### src/design/pirs_cfg.svh
`ifndef PIRS_CFG_SVH
`define PIRS_CFG_SVH
// Index selector values and host address for the indexed registers
`define PIRS_IDX_SER0      3'h2
`define PIRS_IDX_SER1      3'h3
`define PIRS_IDX_PRN       3'h4
`define PIRS_IDX_REV       3'h6
`define PIRS_ADDR_DATA     3'h7
// Route select field and codes
`define PIRS_CODE_MSB      3
`define PIRS_CODE_OFF      4'h0
`define PIRS_CODE_MAX      4'h9
`define PIRS_CODE_ALONE    4'hf
`define PIRS_RESET_VAL     8'h00
// Gate bits inside the port control registers
`define PIRS_MODEM_LOOP_BIT 4
`define PIRS_MODEM_EN_BIT   3
`define PIRS_PCR_IRQ_BIT   4
// Mux input positions (code minus one) and line count
`define PIRS_NLINES        9
`define PIRS_LN_IRQ3       0
`define PIRS_LN_IRQ4       1
`define PIRS_LN_IRQ5       2
`define PIRS_LN_IRQ6       3
`define PIRS_LN_IRQ7       4
`define PIRS_LN_IRQ10      5
`define PIRS_LN_IRQ11      6
`define PIRS_LN_BOOT_ROM   7
`define PIRS_LN_IRQ15      8
`endif

### src/design/pirs_pkg.sv
`default_nettype none
package pirs_pkg;
   // Host register access bundle
   typedef struct packed {
      logic       wr;
      logic       rd;
      logic [2:0] addr;
      logic [2:0] idx;
      logic [7:0] wdata;
   } pirs_host_t;
   // Raw interrupt request inputs sampled by the mux
   typedef struct packed {
      logic irq3, irq4, irq5, irq6, irq7, irq8, irq9, irq10;
      logic irq11, irq12, irq14, irq15, kbint, a20gt, rescpu, boot_rom_width_in;
   } pirs_irqs_t;
endpackage
`default_nettype wire

### src/design/pirs_top.sv
`include "pirs_cfg.svh"
`default_nettype none
module pirs_top #(
   parameter logic [7:0] REVISION = 8'h05 // Arbitrary revision number
) (
   input  wire logic              ref_clk,
   input  wire logic              rst,
   input  wire pirs_pkg::pirs_host_t host,
   output logic [7:0]             rd_data,
   input  wire logic [7:0]        modem_control_reg0,
   input  wire logic [7:0]        modem_control_reg1,
   input  wire logic              printer_irq_gate,
   input  wire logic              serial0_irq,
   input  wire logic              serial1_irq,
   input  wire logic              printer_irq,
   input  wire pirs_pkg::pirs_irqs_t irq_in,
   input  wire logic [2:0]        mux_sequence_ctrl,
   output logic                   muxed_irq_out_a,
   output logic                   muxed_irq_out_b,
   output logic                   stand_alone
);
   // Route registers and read-back
   logic [7:0]  serial0_route_code_r;
   logic [7:0]  serial1_route_code_r;
   logic [7:0]  printer_route_code_r;
   logic [7:0]  rd_data_r;
   logic [7:0]  rd_data_nxt;
   // Synchroniser stages for pin-side inputs
   logic [15:0] irq_meta_r;
   logic [15:0] irq_sync_r;
   logic [2:0]  seq_meta_r;
   logic [2:0]  seq_sync_r;
   logic [2:0]  src_meta_r;
   logic [2:0]  src_sync_r;
   // Registered outputs
   logic        out_a_r;
   logic        out_b_r;
   logic        alone_r;

   // Register decode
   wire at_data  = host.addr == `PIRS_ADDR_DATA;
   wire sel_ser0 = at_data && host.idx == `PIRS_IDX_SER0;
   wire sel_ser1 = at_data && host.idx == `PIRS_IDX_SER1;
   wire sel_prn  = at_data && host.idx == `PIRS_IDX_PRN;
   wire sel_rev  = at_data && host.idx == `PIRS_IDX_REV;

   // Write strobes; the revision register has none, so writes there are dropped
   wire wr_ser0  = host.wr && sel_ser0;
   wire wr_ser1  = host.wr && sel_ser1;
   wire wr_prn   = host.wr && sel_prn;

   // Route registers, cleared by reset; reserved upper bits are kept as written
   always_ff @(posedge ref_clk) begin
      if (rst) begin
         serial0_route_code_r <= `PIRS_RESET_VAL;
         serial1_route_code_r <= `PIRS_RESET_VAL;
         printer_route_code_r <= `PIRS_RESET_VAL;
      end else begin
         if (wr_ser0) serial0_route_code_r <= host.wdata;
         if (wr_ser1) serial1_route_code_r <= host.wdata;
         if (wr_prn)  printer_route_code_r <= host.wdata;
      end
   end

   // Revision readback is the complement of the revision number
   localparam logic [7:0] REV_READBACK = ~REVISION;

   // Read data select; unmapped indices read zero, no read keeps the last value
   always_comb begin
      rd_data_nxt = rd_data_r;
      if (host.rd) begin
         if (sel_ser0)      rd_data_nxt = serial0_route_code_r;
         else if (sel_ser1) rd_data_nxt = serial1_route_code_r;
         else if (sel_prn)  rd_data_nxt = printer_route_code_r;
         else if (sel_rev)  rd_data_nxt = REV_READBACK;
         else               rd_data_nxt = `PIRS_RESET_VAL;
      end
   end

   // Read data register, held until the next read
   always_ff @(posedge ref_clk) begin
      if (rst) begin
         rd_data_r <= `PIRS_RESET_VAL;
      end else begin
         rd_data_r <= rd_data_nxt;
      end
   end

   // Port interrupts gathered for one synchroniser
   wire [2:0] src_raw = {serial0_irq, serial1_irq, printer_irq};

   // Two-flop synchroniser for the raw interrupt pins
   always_ff @(posedge ref_clk) begin
      irq_meta_r <= irq_in;
      irq_sync_r <= irq_meta_r;
   end

   // Two-flop synchroniser for the sequencing control
   always_ff @(posedge ref_clk) begin
      seq_meta_r <= mux_sequence_ctrl;
      seq_sync_r <= seq_meta_r;
   end

   // Two-flop synchroniser for the port interrupts
   always_ff @(posedge ref_clk) begin
      src_meta_r <= src_raw;
      src_sync_r <= src_meta_r;
   end

   // Synchronised port interrupts by name
   wire ser0_irq_s;
   wire ser1_irq_s;
   wire prn_irq_s;
   assign {ser0_irq_s, ser1_irq_s, prn_irq_s} = src_sync_r;

   // Synchronised pins viewed as the named bundle
   pirs_pkg::pirs_irqs_t irqs;
   assign irqs = irq_sync_r;

   // Source gating; control bits come from same-clock logic, so no synchroniser
   wire ser0_en = !modem_control_reg0[`PIRS_MODEM_LOOP_BIT] &&
                  modem_control_reg0[`PIRS_MODEM_EN_BIT];
   wire ser1_en = !modem_control_reg1[`PIRS_MODEM_LOOP_BIT] &&
                  modem_control_reg1[`PIRS_MODEM_EN_BIT];
   wire prn_en  = printer_irq_gate;

   // Route select fields
   wire [3:0] c0 = serial0_route_code_r[`PIRS_CODE_MSB:0];
   wire [3:0] c1 = serial1_route_code_r[`PIRS_CODE_MSB:0];
   wire [3:0] cp = printer_route_code_r[`PIRS_CODE_MSB:0];

   // All ones in the serial 0 field puts both serial ports into stand-alone
   wire alone = c0 == `PIRS_CODE_ALONE;

   // Raw lines in code order 1..9
   wire [`PIRS_NLINES-1:0] raw_line = {irqs.irq15, irqs.boot_rom_width_in, irqs.irq11,
                                        irqs.irq10, irqs.irq7, irqs.irq6, irqs.irq5,
                                        irqs.irq4, irqs.irq3};
   wire [`PIRS_NLINES-1:0] line;

   // Per-line substitution with printer over serial 1 over serial 0.
   // Reserved codes match no line, so they substitute nothing.
   genvar g;
   generate
      for (g = 0; g < `PIRS_NLINES; g++) begin : g_line
         localparam logic [3:0] CODE = 4'(g + 1);
         wire hit0 = ser0_en && c0 == CODE;
         wire hit1 = ser1_en && c1 == CODE;
         wire hitp = prn_en && cp == CODE;
         assign line[g] = hitp ? prn_irq_s :
                          hit1 ? ser1_irq_s :
                          hit0 ? ser0_irq_s : raw_line[g];
      end
   endgenerate

   // Sequencing mux for the two outputs
   logic mux_a;
   logic mux_b;
   always_comb begin
      case (seq_sync_r)
         3'h0: begin
            mux_a = irqs.irq8;
            mux_b = irqs.irq12;
         end
         3'h1: begin
            mux_a = irqs.irq9;
            mux_b = irqs.kbint;
         end
         3'h2: begin
            mux_a = line[`PIRS_LN_IRQ10];
            mux_b = irqs.a20gt;
         end
         3'h3: begin
            mux_a = line[`PIRS_LN_IRQ11];
            mux_b = line[`PIRS_LN_IRQ3];
         end
         3'h4: begin
            mux_a = line[`PIRS_LN_BOOT_ROM];
            mux_b = line[`PIRS_LN_IRQ4];
         end
         3'h5: begin
            mux_a = irqs.rescpu;
            mux_b = line[`PIRS_LN_IRQ5];
         end
         3'h6: begin
            mux_a = irqs.irq14;
            mux_b = line[`PIRS_LN_IRQ6];
         end
         3'h7: begin
            mux_a = line[`PIRS_LN_IRQ15];
            mux_b = line[`PIRS_LN_IRQ7];
         end
         default: begin
            mux_a = 1'b0;
            mux_b = 1'b0;
         end
      endcase
   end

   // Stand-alone bypasses the mux and feeds the serial interrupts straight out
   wire out_a_nxt = alone ? ser0_irq_s : mux_a;
   wire out_b_nxt = alone ? ser1_irq_s : mux_b;

   // Registered outputs
   always_ff @(posedge ref_clk) begin
      if (rst) begin
         out_a_r <= 1'b0;
         out_b_r <= 1'b0;
         alone_r <= 1'b0;
      end else begin
         out_a_r <= out_a_nxt;
         out_b_r <= out_b_nxt;
         alone_r <= alone;
      end
   end

   // Top-level outputs straight from their flip-flops
   assign muxed_irq_out_a = out_a_r;
   assign muxed_irq_out_b = out_b_r;
   assign stand_alone     = alone_r;
   assign rd_data         = rd_data_r;
endmodule
`default_nettype wire

### config.mk
export PLATFORM = sky130hd
export DESIGN_NAME = pirs_top
export DESIGN_NICKNAME = d
export VERILOG_FILES = /design/src/design/pirs_pkg.sv /design/src/design/pirs_top.sv
export VERILOG_INCLUDE_DIRS = /design/src /design/src/design
export SDC_FILE = /design/constraint.sdc
export NUM_CORES = 1
export LEC_CHECK = 0
export BUFFER_PORTS_ARGS = -buffer_cell sky130_fd_sc_hd__buf_4
export CORE_MARGIN = 2
export CORE_UTILIZATION = 54
export CTS_CLUSTER_DIAMETER = 50
export CTS_CLUSTER_SIZE = 30
export DETAILED_ROUTE_END_ITERATION = 8
export GPL_TIMING_DRIVEN = 0
export PLACE_DENSITY = 0.85
export SYNTH_ARGS = -nofsm -noshare
export SYNTH_HDL_FRONTEND = slang
export SYNTH_SLANG_ARGS = --single-unit
### constraint.sdc
create_clock -name ref_clk -period 2.3 [get_ports ref_clk]
set_input_delay 0.46 -clock ref_clk [delete_from_list [all_inputs] [get_ports ref_clk]]
set_output_delay 0.46 -clock ref_clk [all_outputs]
set_load 0.005 [all_outputs]
### Word-level counts from Yosys, hierarchy flattened

Index checks and enable logic that the tools add are counted.

* register bits after elaboration: 79
* logic and storage cells: 127
* input bits: 57
* output and inout port bits: 11

* mux-type cells: 35
* equality and inequality tests: 40
* reductions and logical operators: 39

Operators by type and width (count)
* $eq A4 B3 Y1 const B: 12
* $logic_and A1 B1 Y1: 36
* $mux W8: 4
* $mux W1: 29
* $eq A4 B4 Y1 const B: 7
* $eq A4 B2 Y1 const B: 6
* $eq A3 B3 Y1 const B: 7
* $pmux W1 S8: 2
* $eq A3 B2 Y1 const B: 4
* $eq A4 B1 Y1 const B: 3
* $eq A3 B1 Y1 const B: 1
* $logic_not A3 Y1: 1
* $logic_not A1 Y1: 2

### Longest topological paths before layout

Gate-level depths: netlist (run 1).

* depth after elaboration: 8
* depth in mapped cells: 8
* gate-level depth less buffers: 6

### Least setup slack after synthesis (run 1)

Ideal clock, no wire load.

* path kind: reg2reg
* start point: register seq_sync_r[1]
* end point: register out_b_r (netlist: muxed_irq_out_b)
* arrival: 1.701 ns
* library setup time: 0.117 ns
* data required time: 2.183 ns
* clock period less this slack: 1.818 ns
* path slack: 0.482 ns
* cell stages (with the launch flop): 8
* path buffers: 1
* cells stage by stage: dfxtp_1 -> buf_4 -> and3b_2 -> and3_4 -> a311o_1 -> a2111oi_2 -> nand4_1 -> a32o_1

* word-level cells in the longest chain between the ends: 3
* elaborated cells on any way between the ends: 10
* those cells by class: eq/ne: 7; mux: 2; reduce/logical: 1

Ends and longest elaborated chain
* from (decl): RTL line pirs_top.sv:32 `logic [2:0] seq_sync_r;`
* from (signal assigned): RTL line pirs_top.sv:101 `seq_sync_r <= seq_meta_r;`
* $eq A3 B3 Y1, or another cell as far along: RTL line pirs_top.sv:160 `case (seq_sync_r)`
* $pmux W1 S8 *: RTL line pirs_top.sv:160
* $mux W1 *: RTL line pirs_top.sv:202 `wire out_b_nxt = alone ? ser1_irq_s : mux_b;`
* to (signal assigned): RTL line pirs_top.sv:212 `out_b_r <= out_b_nxt;`
* to (decl): RTL line pirs_top.sv:37 `logic out_b_r;`

Every way passes the cells marked *; elsewhere a longest branch is shown, timed or not.
A chain may end at the register's enable or synchronous reset.

### Worst setup path in the final report (run 1)

* start point: register serial0_route_code_r[2]
* end point: register out_b_r (netlist: muxed_irq_out_b)

* word-level cells in the longest chain between the ends: 7
* elaborated cells on any way between the ends: 28
* those cells by class: eq/ne: 6; mux: 17; reduce/logical: 5

Ends and longest elaborated chain
* from (decl): RTL line pirs_top.sv:23 `logic [7:0] serial0_route_code_r;`
* from (signal assigned): RTL line pirs_top.sv:55 `` serial0_route_code_r <= `PIRS_RESET_VAL; ``
* from (signal assigned): RTL line pirs_top.sv:59 `if (wr_ser0) serial0_route_code_r <= host.wdata;`
* $eq A4 B3 Y1, or another cell as far along: RTL line pirs_top.sv:147 `wire hit0 = ser0_en && c0 == CODE;`
* $logic_and A1 B1 Y1: RTL line pirs_top.sv:147
* $mux W1: RTL line pirs_top.sv:152 `hit0 ? ser0_irq_s : raw_line[g];`
* $mux W1: RTL line pirs_top.sv:151 `hit1 ? ser1_irq_s :`
* $mux W1: RTL line pirs_top.sv:150 `assign line[g] = hitp ? prn_irq_s :`
* $pmux W1 S8: RTL line pirs_top.sv:160
* $mux W1 *: RTL line pirs_top.sv:202

Marked as above.

==> key figures, run 1 <==
Synthesis
  • Primary flip-flop cell chosen by synthesis mapping: sky130_fd_sc_hd__dfxtp_1
  • Yosys top cell area share: 0.4969
  • Share of async-settable or async-resettable flops after synthesis: 0
  • Post-synth design cell area: 3183 sq um
  • Synth top area cells: sky130_fd_sc_hd__dfxtp_1 50%, sky130_fd_sc_hd__nand2_1 5.2%, sky130_fd_sc_hd__nor2_1 3.7%
  • Flops & latches, synth: 79
  • Cell type with the largest total area after synthesis: sky130_fd_sc_hd__dfxtp_1
  • Syn_nets: between 300 and 400
  • Top cells by instance count after synthesis: 79 x sky130_fd_sc_hd__dfxtp_1, 44 x sky130_fd_sc_hd__nand2_1, 31 x sky130_fd_sc_hd__nor2_1
  • Number of instances in the synthesized netlist: 331
  • Warnings, synthesis: 0
  • Synth cell types: 65
  • Most common cell in the synthesized netlist: sky130_fd_sc_hd__dfxtp_1
  • Count of flip-flops with a built-in enable after synthesis: 0
  • Synthesized area per cell: 9.616 sq um
  • Fraction of the yosys area taken by sequential cells: 0.4969

Min path
  • HP Start: irq_in[10]
  • Number of cells traversed by the worst hold path: 1
  • Hold Path End: irq_meta_r[10]$_DFF_P_
  • Hold Path Class: primary input to flop

Timing
  • Period utilization: 0.8946
  • Setup repair after global routing missed its margin: no
  • Clock Skew: 12.50 ps
  • Summed negative setup slack over all endpoints: 0 ps
  • Finish-stage setup viols: 0
  • Shortest clock period the worst path allows after layout: 2058 ps
  • Measured slew at the worst slew-check pin: slightly below 800 ps
  • Max Freq: about 500 MHz
  • Relative slew margins: 0.4633
  • Fin. Hold Viols: 0
  • Total count of max-transition violations in the final report: 0

Detailed routing
  • Initial DRC Count: 249
  • Total via count in the routed design: between 2,000 and 3,000
  • Post-detailed-route DRC marker count: 0
  • Avg Vias per Cell: 5.769
  • Initial DRT Pass Iterations: 4
  • Number of nets with antenna violations after routing: 0
  • Routed length per placed instance: 15.38 um
  • Routed wire length: 7259 um

Floorplanning
  • Total Die Area: 6525 sq um
  • Starting density of the core: 0.5676
  • Die outline width: 80.78 um
  • Standard-cell row count: 27
  • Y dimension of the die: 80.78 um
  • Number of top-level pins: 68
  • Std-Cell Core Area: roughly 5600 sq um

Pwr
  • Fraction of power spent switching nets: 0.2264
  • Total power after layout: 2.787 mW
  • Ratio of total power to cell area: 715.0 nW/um^2
  • Max IR drop VDD: 0.0005516 V
  • Clock network fraction of design power: 0.407
  • Part of the total power dissipated in combinational logic: 0.077
  • Switching power of the nets: 0.6308 mW
  • Power Internal: between 2 and 2.5 mW
  • Lkg Pwr: 1.562 nW
  • Share of total power in sequential cells: 0.516

Setup path
  • Slowest CP cell: sky130_fd_sc_hd__nor4b_2
  • FF-to-FF path depth: 6
  • Crit path largest cell delay: 530 ps
  • Crit Path Class: flop to flop
  • Worst reg2reg setup slack: 240 ps
  • Cell breakdown of the critical path: nor4b_2 > a21bo_2 > a221oi_1 > a2111oi_2 > nand4_1 > a32o_1
  • Startpoint kind of the worst setup timing path: flop
  • End of the worst register-to-register path: muxed_irq_out_b$_SDFF_PP0_
  • Critical path peak fanout: 6
  • Family of cells with the greatest summed delay on the critical path: compound AO/OA/AOI/OAI gates
  • Source of the worst register-to-register timing path: serial0_route_code_r[2]$_SDFFE_PP0P_
  • Worst setup EP type: flop
  • Data arrival time of the critical path: 2310 ps
  • Total buffers and inverters traversed by the critical path: 0
  • Required @ worst endpoint: 2550 ps

Clock tree
  • Clock latency reported for the late side of the worst-skew pair: between 300 and 400 ps
  • Maximum level of the CTS H-tree: 3
  • Clk Tree Root Cell: sky130_fd_sc_hd__clkbuf_8
  • # clock sinks: 79
  • Worst-case clock buffer depth: 2
  • Number of setup buffers added after CTS: 0
  • CTS buffer count: 9
  • Hold buffer count at CTS: 0
  • Clock transition at the register clock pins on the worst setup and hold paths after CTS: around 90 ps
  • CTS-repair resized insts: 0
  • Clock tree from TritonCTS: done

Place
  • Detailed placement HPWL: 5289 um
  • Number of port buffers: 53
  • Placer Congestion: 0.8740
  • Total placed cells including tap cells: 456
  • Area of placed instances: about 3700 sq um

Finish
  • Non-Filler Instances: approximately 470
  • Diodes inserted: 0
  • Fill cell count: roughly 470
  • Fraction of layout cells with a size suffix above 1: 0.2650
  • Final net count: roughly 450
  • Multi-input logic area: 1444 sq um
  • Area growth, synth to finish: 22.45%
  • Design Area, Final: just under 4000 sq um
  • Combined flip-flop and latch cell area: 1582 sq um

Global route
  • GRT Resource Usage Total: 0.2440
  • Sum of overflow across all layers after global routing: 0
  • Vias in the first global route: 2,579
  • Pin count of the biggest net entering global routing: 16
  • Antenna violations before repair: 0
  • Global-route wire length before repair: between 10,000 and 15,000 um

Status
  • Result of the run: complete, no violations

Flow run
  • # Max-Cap Violations: 0
sequential cells by signal, indices dropped and copies added (netlist names), 3 cells and up:
| register | count |
|---|---|
| irq_meta_r | 16 |
| src_meta_r | 3 |
| serial1_route_code_r | 8 |
| seq_meta_r | 3 |
| seq_sync_r | 3 |
| serial0_route_code_r | 8 |
| printer_route_code_r | 8 |
| irq_sync_r | 16 |
| rd_data | 8 |
| src_sync_r | 3 |
layer usage:
| metal | share of wire | GRT usage |
|---|---|---|
| met4 | 0.014 | 0.1034 |
| met2 | 0.47 | 0.3625 |
| met5 | 0 | 0 |
| met1 | 0.44 | 0.3336 |
| met3 | 0.081 | 0.06889 |
cells in the final DEF, fill, tap and decap left out, types with 3 or more instances in the layout:
cell type                  synthesis  final
sky130_fd_sc_hd__a311o_1           3      3
sky130_fd_sc_hd__clkbuf_8          1     10
sky130_fd_sc_hd__and2_1            3      3
sky130_fd_sc_hd__clkbuf_1         11     11
sky130_fd_sc_hd__nor3_1            6      6
sky130_fd_sc_hd__buf_4             2     55
sky130_fd_sc_hd__nor4bb_1          3      3
sky130_fd_sc_hd__o21ai_0           8      8
sky130_fd_sc_hd__a21oi_1          19     19
sky130_fd_sc_hd__mux2i_1          11     11
sky130_fd_sc_hd__nand2_1          44     44
sky130_fd_sc_hd__inv_1             3      3
sky130_fd_sc_hd__mux2_1            3      3
sky130_fd_sc_hd__a32oi_1           3      3
sky130_fd_sc_hd__nor2b_1           5      5
sky130_fd_sc_hd__a31oi_1           3      3
sky130_fd_sc_hd__buf_2             4      4
sky130_fd_sc_hd__a221oi_1          8      8
sky130_fd_sc_hd__and3_1            3      3
sky130_fd_sc_hd__nor2_1           31     31
sky130_fd_sc_hd__dfxtp_1          79     79
sky130_fd_sc_hd__buf_6             5      5
sky130_fd_sc_hd__nand4_1           3      3
sky130_fd_sc_hd__nand3_1          14     14
final cells by class:
type / instances / share of cell area
plain buffers: 23 / 0.03756
clock buffers: 9 / 0.03178
clock inverters: 7 / 0.02632
inverters: 3 / 0.002889
multi-input cells: 226 / 0.3705
flip-flops and latches: 79 / 0.4058
well taps: 72 / 0.02311
repair buffers: 53 / 0.1021
worst register-to-register path, delay by kind of cell (launching register included):
kind            cells  cell delay, ps
compound gates      4             900
flops               1             390
simple gates        2             670
power by group through the flow:
stage	clock, mW	combinational, mW	sequential (mW)
2_1_floorplan	0	0.104	1.47
3_3_place_gp	0	0.207	1.47
3_5_place_dp	0	0.213	1.47
4_1_cts	1.16	0.214	1.44
5_1_grt	1.22	0.236	1.44
6_report	1.13	0.215	1.44
worst max path at each step:
| stage | slack (ps) | to | startpoint | depth (start not counted) |
|---|---|---|---|---|
| after floorplan | 480 | muxed_irq_out_b$_SDFF_PP0_ | seq_sync_r[1]$_DFF_P_ | 7 |
| after global placement | 140 | muxed_irq_out_b$_SDFF_PP0_ | modem_control_reg0[4] | 7 |
| after detailed placement | 130 | muxed_irq_out_b$_SDFF_PP0_ | modem_control_reg0[4] | 7 |
| after CTS | 250 | muxed_irq_out_b$_SDFF_PP0_ | serial0_route_code_r[2]$_SDFFE_PP0P_ | 6 |
| after global routing | 90 | muxed_irq_out_b$_SDFF_PP0_ | serial1_route_code_r[0]$_SDFFE_PP0P_ | 7 |
| final | 240 | muxed_irq_out_b$_SDFF_PP0_ | serial0_route_code_r[2]$_SDFFE_PP0P_ | 6 |
through the flow:
step	hold WS (ps)	utilization	worst slack [ps]
3_5_place_dp	312.1	0.6546	127.9
3_3_place_gp	310.8	0.6546	138.3
5_1_grt	174.9	0.6950	89.44
6_report	200.4	0.6950	242.4
2_1_floorplan	309.6	-	481.6
4_1_cts	184.2	0.6950	252.7
kinds of logic after synthesis:
kind of cell           synth area share
AOI/OAI and AO/OA                0.1651
DFF                              0.4969
buffers and inverters           0.04952
muxes                           0.05228
and+or+nand+nor                  0.2362
(Power assumes the default switching activity.)
==> run 2, diff against run 1 <==
--- a/config.mk
+++ b/config.mk
@@ -8,12 +8,13 @@
 export LEC_CHECK = 0
 export BUFFER_PORTS_ARGS = -buffer_cell sky130_fd_sc_hd__buf_4
 export CORE_MARGIN = 2
-export CORE_UTILIZATION = 54
+export CORE_UTILIZATION = 55
+export CTS_BUF_LIST = sky130_fd_sc_hd__clkbuf_8
 export CTS_CLUSTER_DIAMETER = 50
 export CTS_CLUSTER_SIZE = 30
 export DETAILED_ROUTE_END_ITERATION = 8
 export GPL_TIMING_DRIVEN = 0
-export PLACE_DENSITY = 0.85
+export PLACE_DENSITY = 0.86
 export SYNTH_ARGS = -nofsm -noshare
 export SYNTH_HDL_FRONTEND = slang
 export SYNTH_SLANG_ARGS = --single-unit
==> run 2 against run 1 <==
Net effect: hold slack better by 5.4 ps; wire length down 0.65%; non-clock buffer count unchanged; worst setup slack better by 30 ps; register-to-register slack better by 30 ps; global-route usage down 1.4 points; critical path depth unchanged; count of clock-buffer cells in the layout up 1; clock skew up 1.0 ps; core utilization up 0.71 points.
==> key figures, run 2 (same netlist as run 1, synthesis figures left out) <==
Flow run
  • # Max-Cap Violations: 0

Clock tree
  • CTS buffer count: 9
  • # clock sinks: 79
  • Clk Tree Root Cell: sky130_fd_sc_hd__clkbuf_8
  • Worst-case clock buffer depth: 2
  • Number of setup buffers added after CTS: 0
  • Clock latency reported for the late side of the worst-skew pair: 360 ps
  • Hold buffer count at CTS: 0
  • Maximum level of the CTS H-tree: 3
  • CTS-repair resized insts: 0
  • Clock transition at the register clock pins on the worst setup and hold paths after CTS: 80 ps
  • Clock tree from TritonCTS: done

Setup path
  • Required @ worst endpoint: 2540 ps
  • Crit path largest cell delay: 480 ps
  • Crit Path Class: flop to flop
  • Slowest CP cell: sky130_fd_sc_hd__dfxtp_1
  • Critical path peak fanout: 6
  • Data arrival time of the critical path: 2270 ps
  • Family of cells with the greatest summed delay on the critical path: compound AO/OA/AOI/OAI gates
  • Total buffers and inverters traversed by the critical path: 0
  • Startpoint kind of the worst setup timing path: flop
  • Cell breakdown of the critical path: and4bb_1 > a32oi_1 > a211oi_2 > a2111oi_2 > nand4_1 > a32o_1
  • Worst setup EP type: flop

Detailed routing
  • Total via count in the routed design: 2,699
  • Routed length per placed instance: 15.31 um
  • Initial DRT Pass Iterations: 5
  • Initial DRC Count: 194
  • Routed wire length: between 7000 and 8000 um
  • Post-detailed-route DRC marker count: 0
  • Avg Vias per Cell: 5.730
  • Number of nets with antenna violations after routing: 0

Global route
  • Vias in the first global route: 2,403
  • GRT Resource Usage Total: 0.2304
  • Global-route wire length before repair: 11,270 um
  • Sum of overflow across all layers after global routing: 0
  • Antenna violations before repair: 0
  • Pin count of the biggest net entering global routing: 14

Timing
  • Shortest clock period the worst path allows after layout: 2028 ps
  • Measured slew at the worst slew-check pin: 734.8 ps
  • Period utilization: 0.8816
  • Finish-stage setup viols: 0
  • Max Freq: 493.2 MHz
  • Clock Skew: 13.51 ps
  • Fin. Hold Viols: 0
  • Setup repair after global routing missed its margin: no
  • PnR worst setup slack: 272.2 ps
  • Summed negative setup slack over all endpoints: 0 ps
  • Relative slew margins: 0.5035
  • Total count of max-transition violations in the final report: 0

Min path
  • Hold Path Class: primary input to flop

Floorplanning
  • Standard-cell row count: 27
  • Starting density of the core: 0.5745
  • Y dimension of the die: 80.08 um
  • Std-Cell Core Area: roughly 5500 sq um
  • Number of top-level pins: about 70
  • Die outline width: 80.08 um
  • Total Die Area: between 6000 and 7000 sq um

Pwr
  • Ratio of total power to cell area: 712.1 nW/um^2
  • Lkg Pwr: 1.560 nW
  • Max IR drop VDD: 0.0005470 V
  • Total power after layout: 2.770 mW

Finish
  • Leading registers by flop count: irq_meta_r (16), irq_sync_r (16)
  • Diodes inserted: 0
  • Final net count: around 450
  • Area growth, synth to finish: 22.21%
  • Fraction of layout cells with a size suffix above 1: 0.2632
  • Most common cell after layout, fill and taps aside: sky130_fd_sc_hd__dfxtp_1
  • Most frequent cells in the layout: 79 x sky130_fd_sc_hd__dfxtp_1, 55 x sky130_fd_sc_hd__buf_4, 44 x sky130_fd_sc_hd__nand2_1

Place
  • Number of port buffers: 53
  • Placer Congestion: a little under 0.9
  • Worst setup timing slack at the placement stage: 149.9 ps
  • Detailed placement HPWL: 5331 um

Status
  • Result of the run: complete, no violations
-- run 2: changes by cell type in the layout (fill, tap and decap cells not counted), sizes merged --
cell,before,now
clkbuf,21,22
clkinv,2,1
inv,5,4
-- run 2: stage by stage --
step | area (sq um) | hold slack [ps] | cells | util
finish | 3890 | 205.8 | 471 | 0.7021
detailed placement | 3671 | 312.1 | 456 | 0.6626
CTS | 3890 | 200.7 | 471 | 0.7021
floorplan | 3183 | 309.6 | 331 | -
global route | 3890 | 201.8 | 471 | 0.7021
global placement | 3671 | 311.0 | 456 | 0.6626
-- run 2: layout make-up --
cell class              instances  area [sq um]
clock buffers                  10         137.6
multi-input cells             226          1444
plain buffers                  23         146.4
fillers                       447          1650
flip-flops and latches         79          1582
repair buffers                 53         397.9
inverters                       3         11.26
clock inverters                 5         81.33
well taps                      72         90.09
-- run 2: per-layer routing --
metal | global-route usage | share of wire
met3 | 0.05281 | 0.077
met5 | 0 | 0
met2 | 0.3467 | 0.46
met1 | 0.3165 | 0.44
met4 | 0.1000 | 0.023
-- run 2: power breakdown --
group | leakage [nW] | internal (mW) | switching (mW) | total (mW)
Clock | 0.109 | 0.636 | 0.481 | 1.12
Combinational | 0.796 | 0.115 | 0.0991 | 0.214
Sequential | 0.655 | 1.42 | 0.0190 | 1.44
Total | 1.56 | 2.17 | 0.599 | 2.77
-- run 2: worst paths after layout --
path / start / depth (start not counted) / to / slack (ps)
worst max-delay path: serial0_route_code_r[3]$_SDFFE_PP0P_ / 6 / muxed_irq_out_b$_SDFF_PP0_ / 270
worst min-delay path: irq_in[12] / 1 / irq_meta_r[12]$_DFF_P_ / 210
worst max register to register: serial0_route_code_r[3]$_SDFFE_PP0P_ / 6 / muxed_irq_out_b$_SDFF_PP0_ / 270
worst min register to register: irq_meta_r[1]$_DFF_P_ / 0 / irq_sync_r[1]$_DFF_P_ / 320
==> run 3, diff against run 2 <==
--- a/config.mk
+++ b/config.mk
@@ -15,6 +15,7 @@
 export DETAILED_ROUTE_END_ITERATION = 8
 export GPL_TIMING_DRIVEN = 0
 export PLACE_DENSITY = 0.86
+export RECOVER_POWER = 50
 export SYNTH_ARGS = -nofsm -noshare
 export SYNTH_HDL_FRONTEND = slang
 export SYNTH_SLANG_ARGS = --single-unit
==> run 3 against run 2 <==
Net effect: largest cell class unchanged; global-route usage stayed put; highest routed layer unchanged; total power fell by 0.31%; wire length decreased by 0.17%; clock skew decreased by 2.1 ps; combinational power hardly changed; count of clock-buffer cells in the layout is the same.
==> key figures, run 3 (same netlist as run 1, synthesis figures left out) <==
Status
  • Result of the run: complete, no violations

Clock tree
  • CTS-repair resized insts: 0
  • Clk Tree Root Cell: sky130_fd_sc_hd__clkbuf_8
  • Worst-case clock buffer depth: 2
  • CTS buffer count: 9
  • Clock transition at the register clock pins on the worst setup and hold paths after CTS: 80 ps
  • Hold buffer count at CTS: 0
  • Clock tree from TritonCTS: done
  • Maximum level of the CTS H-tree: 3
  • # clock sinks: just under 80
  • Number of setup buffers added after CTS: 0
  • Clock latency reported for the late side of the worst-skew pair: 350 ps

Finish
  • Area growth, synth to finish: 22.21%
  • Final net count: 452
  • Core occupancy in the finished layout: 0.7021
  • Leading registers by flop count: irq_meta_r (16), irq_sync_r (16)
  • Multi-input logic area: 1444 sq um
  • Fraction of layout cells with a size suffix above 1: 0.2632
  • Most common cell after layout, fill and taps aside: sky130_fd_sc_hd__dfxtp_1
  • Fill cell count: roughly 450
  • Most frequent cells in the layout: 79 x sky130_fd_sc_hd__dfxtp_1, 44 x sky130_fd_sc_hd__nand2_1, 33 x sky130_fd_sc_hd__buf_4
  • Combined flip-flop and latch cell area: 1582 sq um
  • Diodes inserted: 0

Min path
  • Hold Path Class: primary input to flop

Detailed routing
  • Number of nets with antenna violations after routing: 0
  • Avg Vias per Cell: 5.732
  • Initial DRT Pass Iterations: 5
  • Routed length per placed instance: 15.29 um
  • Routed wire length: 7200 um
  • Total via count in the routed design: 2,700
  • Initial DRC Count: 183
  • Post-detailed-route DRC marker count: 0

Place
  • Worst setup timing slack at the placement stage: 149.9 ps
  • Placer Congestion: 0.8749
  • Detailed placement HPWL: 5331 um
  • Number of port buffers: 53

Flow run
  • # Max-Cap Violations: 0

Timing
  • Setup repair after global routing missed its margin: no
  • Shortest clock period the worst path allows after layout: 2030 ps
  • Hold Worst Slack: 231.8 ps
  • PnR worst setup slack: about 270 ps
  • Relative slew margins: 0.4521
  • Max Freq: 492.6 MHz
  • Summed negative setup slack over all endpoints: 0 ps
  • Finish-stage setup viols: 0
  • Clock Skew: 11.40 ps
  • Measured slew at the worst slew-check pin: 810.8 ps
  • Fin. Hold Viols: 0
  • Period utilization: 0.8826
  • Total count of max-transition violations in the final report: 0

Floorplanning
  • Die outline width: 80.08 um
  • Total Die Area: 6412 sq um
  • Y dimension of the die: 80.08 um
  • Number of top-level pins: 68
  • Standard-cell row count: 27
  • Std-Cell Core Area: 5540 sq um
  • Starting density of the core: 0.5745

Setup path
  • Required @ worst endpoint: 2540 ps
  • Data arrival time of the critical path: 2270 ps
  • Critical path peak fanout: 9
  • Startpoint kind of the worst setup timing path: flop
  • Crit Path Class: flop to flop
  • Worst setup EP type: flop
  • Worst reg2reg setup slack: 270 ps

Global route
  • Pin count of the biggest net entering global routing: 14
  • Vias in the first global route: 2,403
  • Sum of overflow across all layers after global routing: 0
  • Antenna violations before repair: 0
  • GRT Resource Usage Total: 0.2304
  • Global-route wire length before repair: about 11,000 um

Pwr
  • Max IR drop VDD: 0.0005465 V
  • Lkg Pwr: 1.556 nW
  • Total power after layout: 2.762 mW
  • Ratio of total power to cell area: 709.9 nW/um^2
[run 3: worst max-delay path, cell delays in order (launching register included)]
cell	delay [ps]
sky130_fd_sc_hd__dfxtp_1	500
sky130_fd_sc_hd__and3b_1	260
sky130_fd_sc_hd__and3_4	160
sky130_fd_sc_hd__a311o_1	300
sky130_fd_sc_hd__a2111oi_2	320
sky130_fd_sc_hd__nand4_1	140
sky130_fd_sc_hd__a32o_1	260
[run 3: routing by layer]
metal	routed length, um	GRT usage
met5	0	0
met4	146	0.1000
met3	450	0.05281
met2	3332	0.3467
met1	3270	0.3165
[run 3: area by class of cell]
| cell class | instances | area share |
|---|---|---|
| clock inverter | 5 | 0.02091 |
| tap | 72 | 0.02316 |
| multi-input combinational | 226 | 0.3712 |
| timing repair buffer | 53 | 0.1023 |
| buffer | 23 | 0.03763 |
| inverter | 3 | 0.002895 |
| sequential | 79 | 0.4066 |
| clock buffer | 10 | 0.03538 |
[run 3: metrics by stage]
stage          area (sq um)  std cells
2_1_floorplan          3183        331
3_3_place_gp           3671        456
3_5_place_dp           3671        456
4_1_cts                3890        471
5_1_grt                3890        471
6_report               3890        471
[run 3: power breakdown]
part | switching, mW | internal [mW] | total (mW)
registers | 0.0191 | 1.42 | 1.44
clock network | 0.474 | 0.636 | 1.11
logic | 0.0993 | 0.113 | 0.213
total | 0.592 | 2.17 | 2.76
[run 3: worst paths after layout]
path	from	to	cells after the start
worst max-delay path	printer_route_code_r[3]$_SDFFE_PP0P_	muxed_irq_out_b$_SDFF_PP0_	6
worst max register to register	printer_route_code_r[3]$_SDFFE_PP0P_	muxed_irq_out_b$_SDFF_PP0_	6
worst min-delay path	irq_in[12]	irq_meta_r[12]$_DFF_P_	1
worst min register to register	irq_meta_r[1]$_DFF_P_	irq_sync_r[1]$_DFF_P_	0
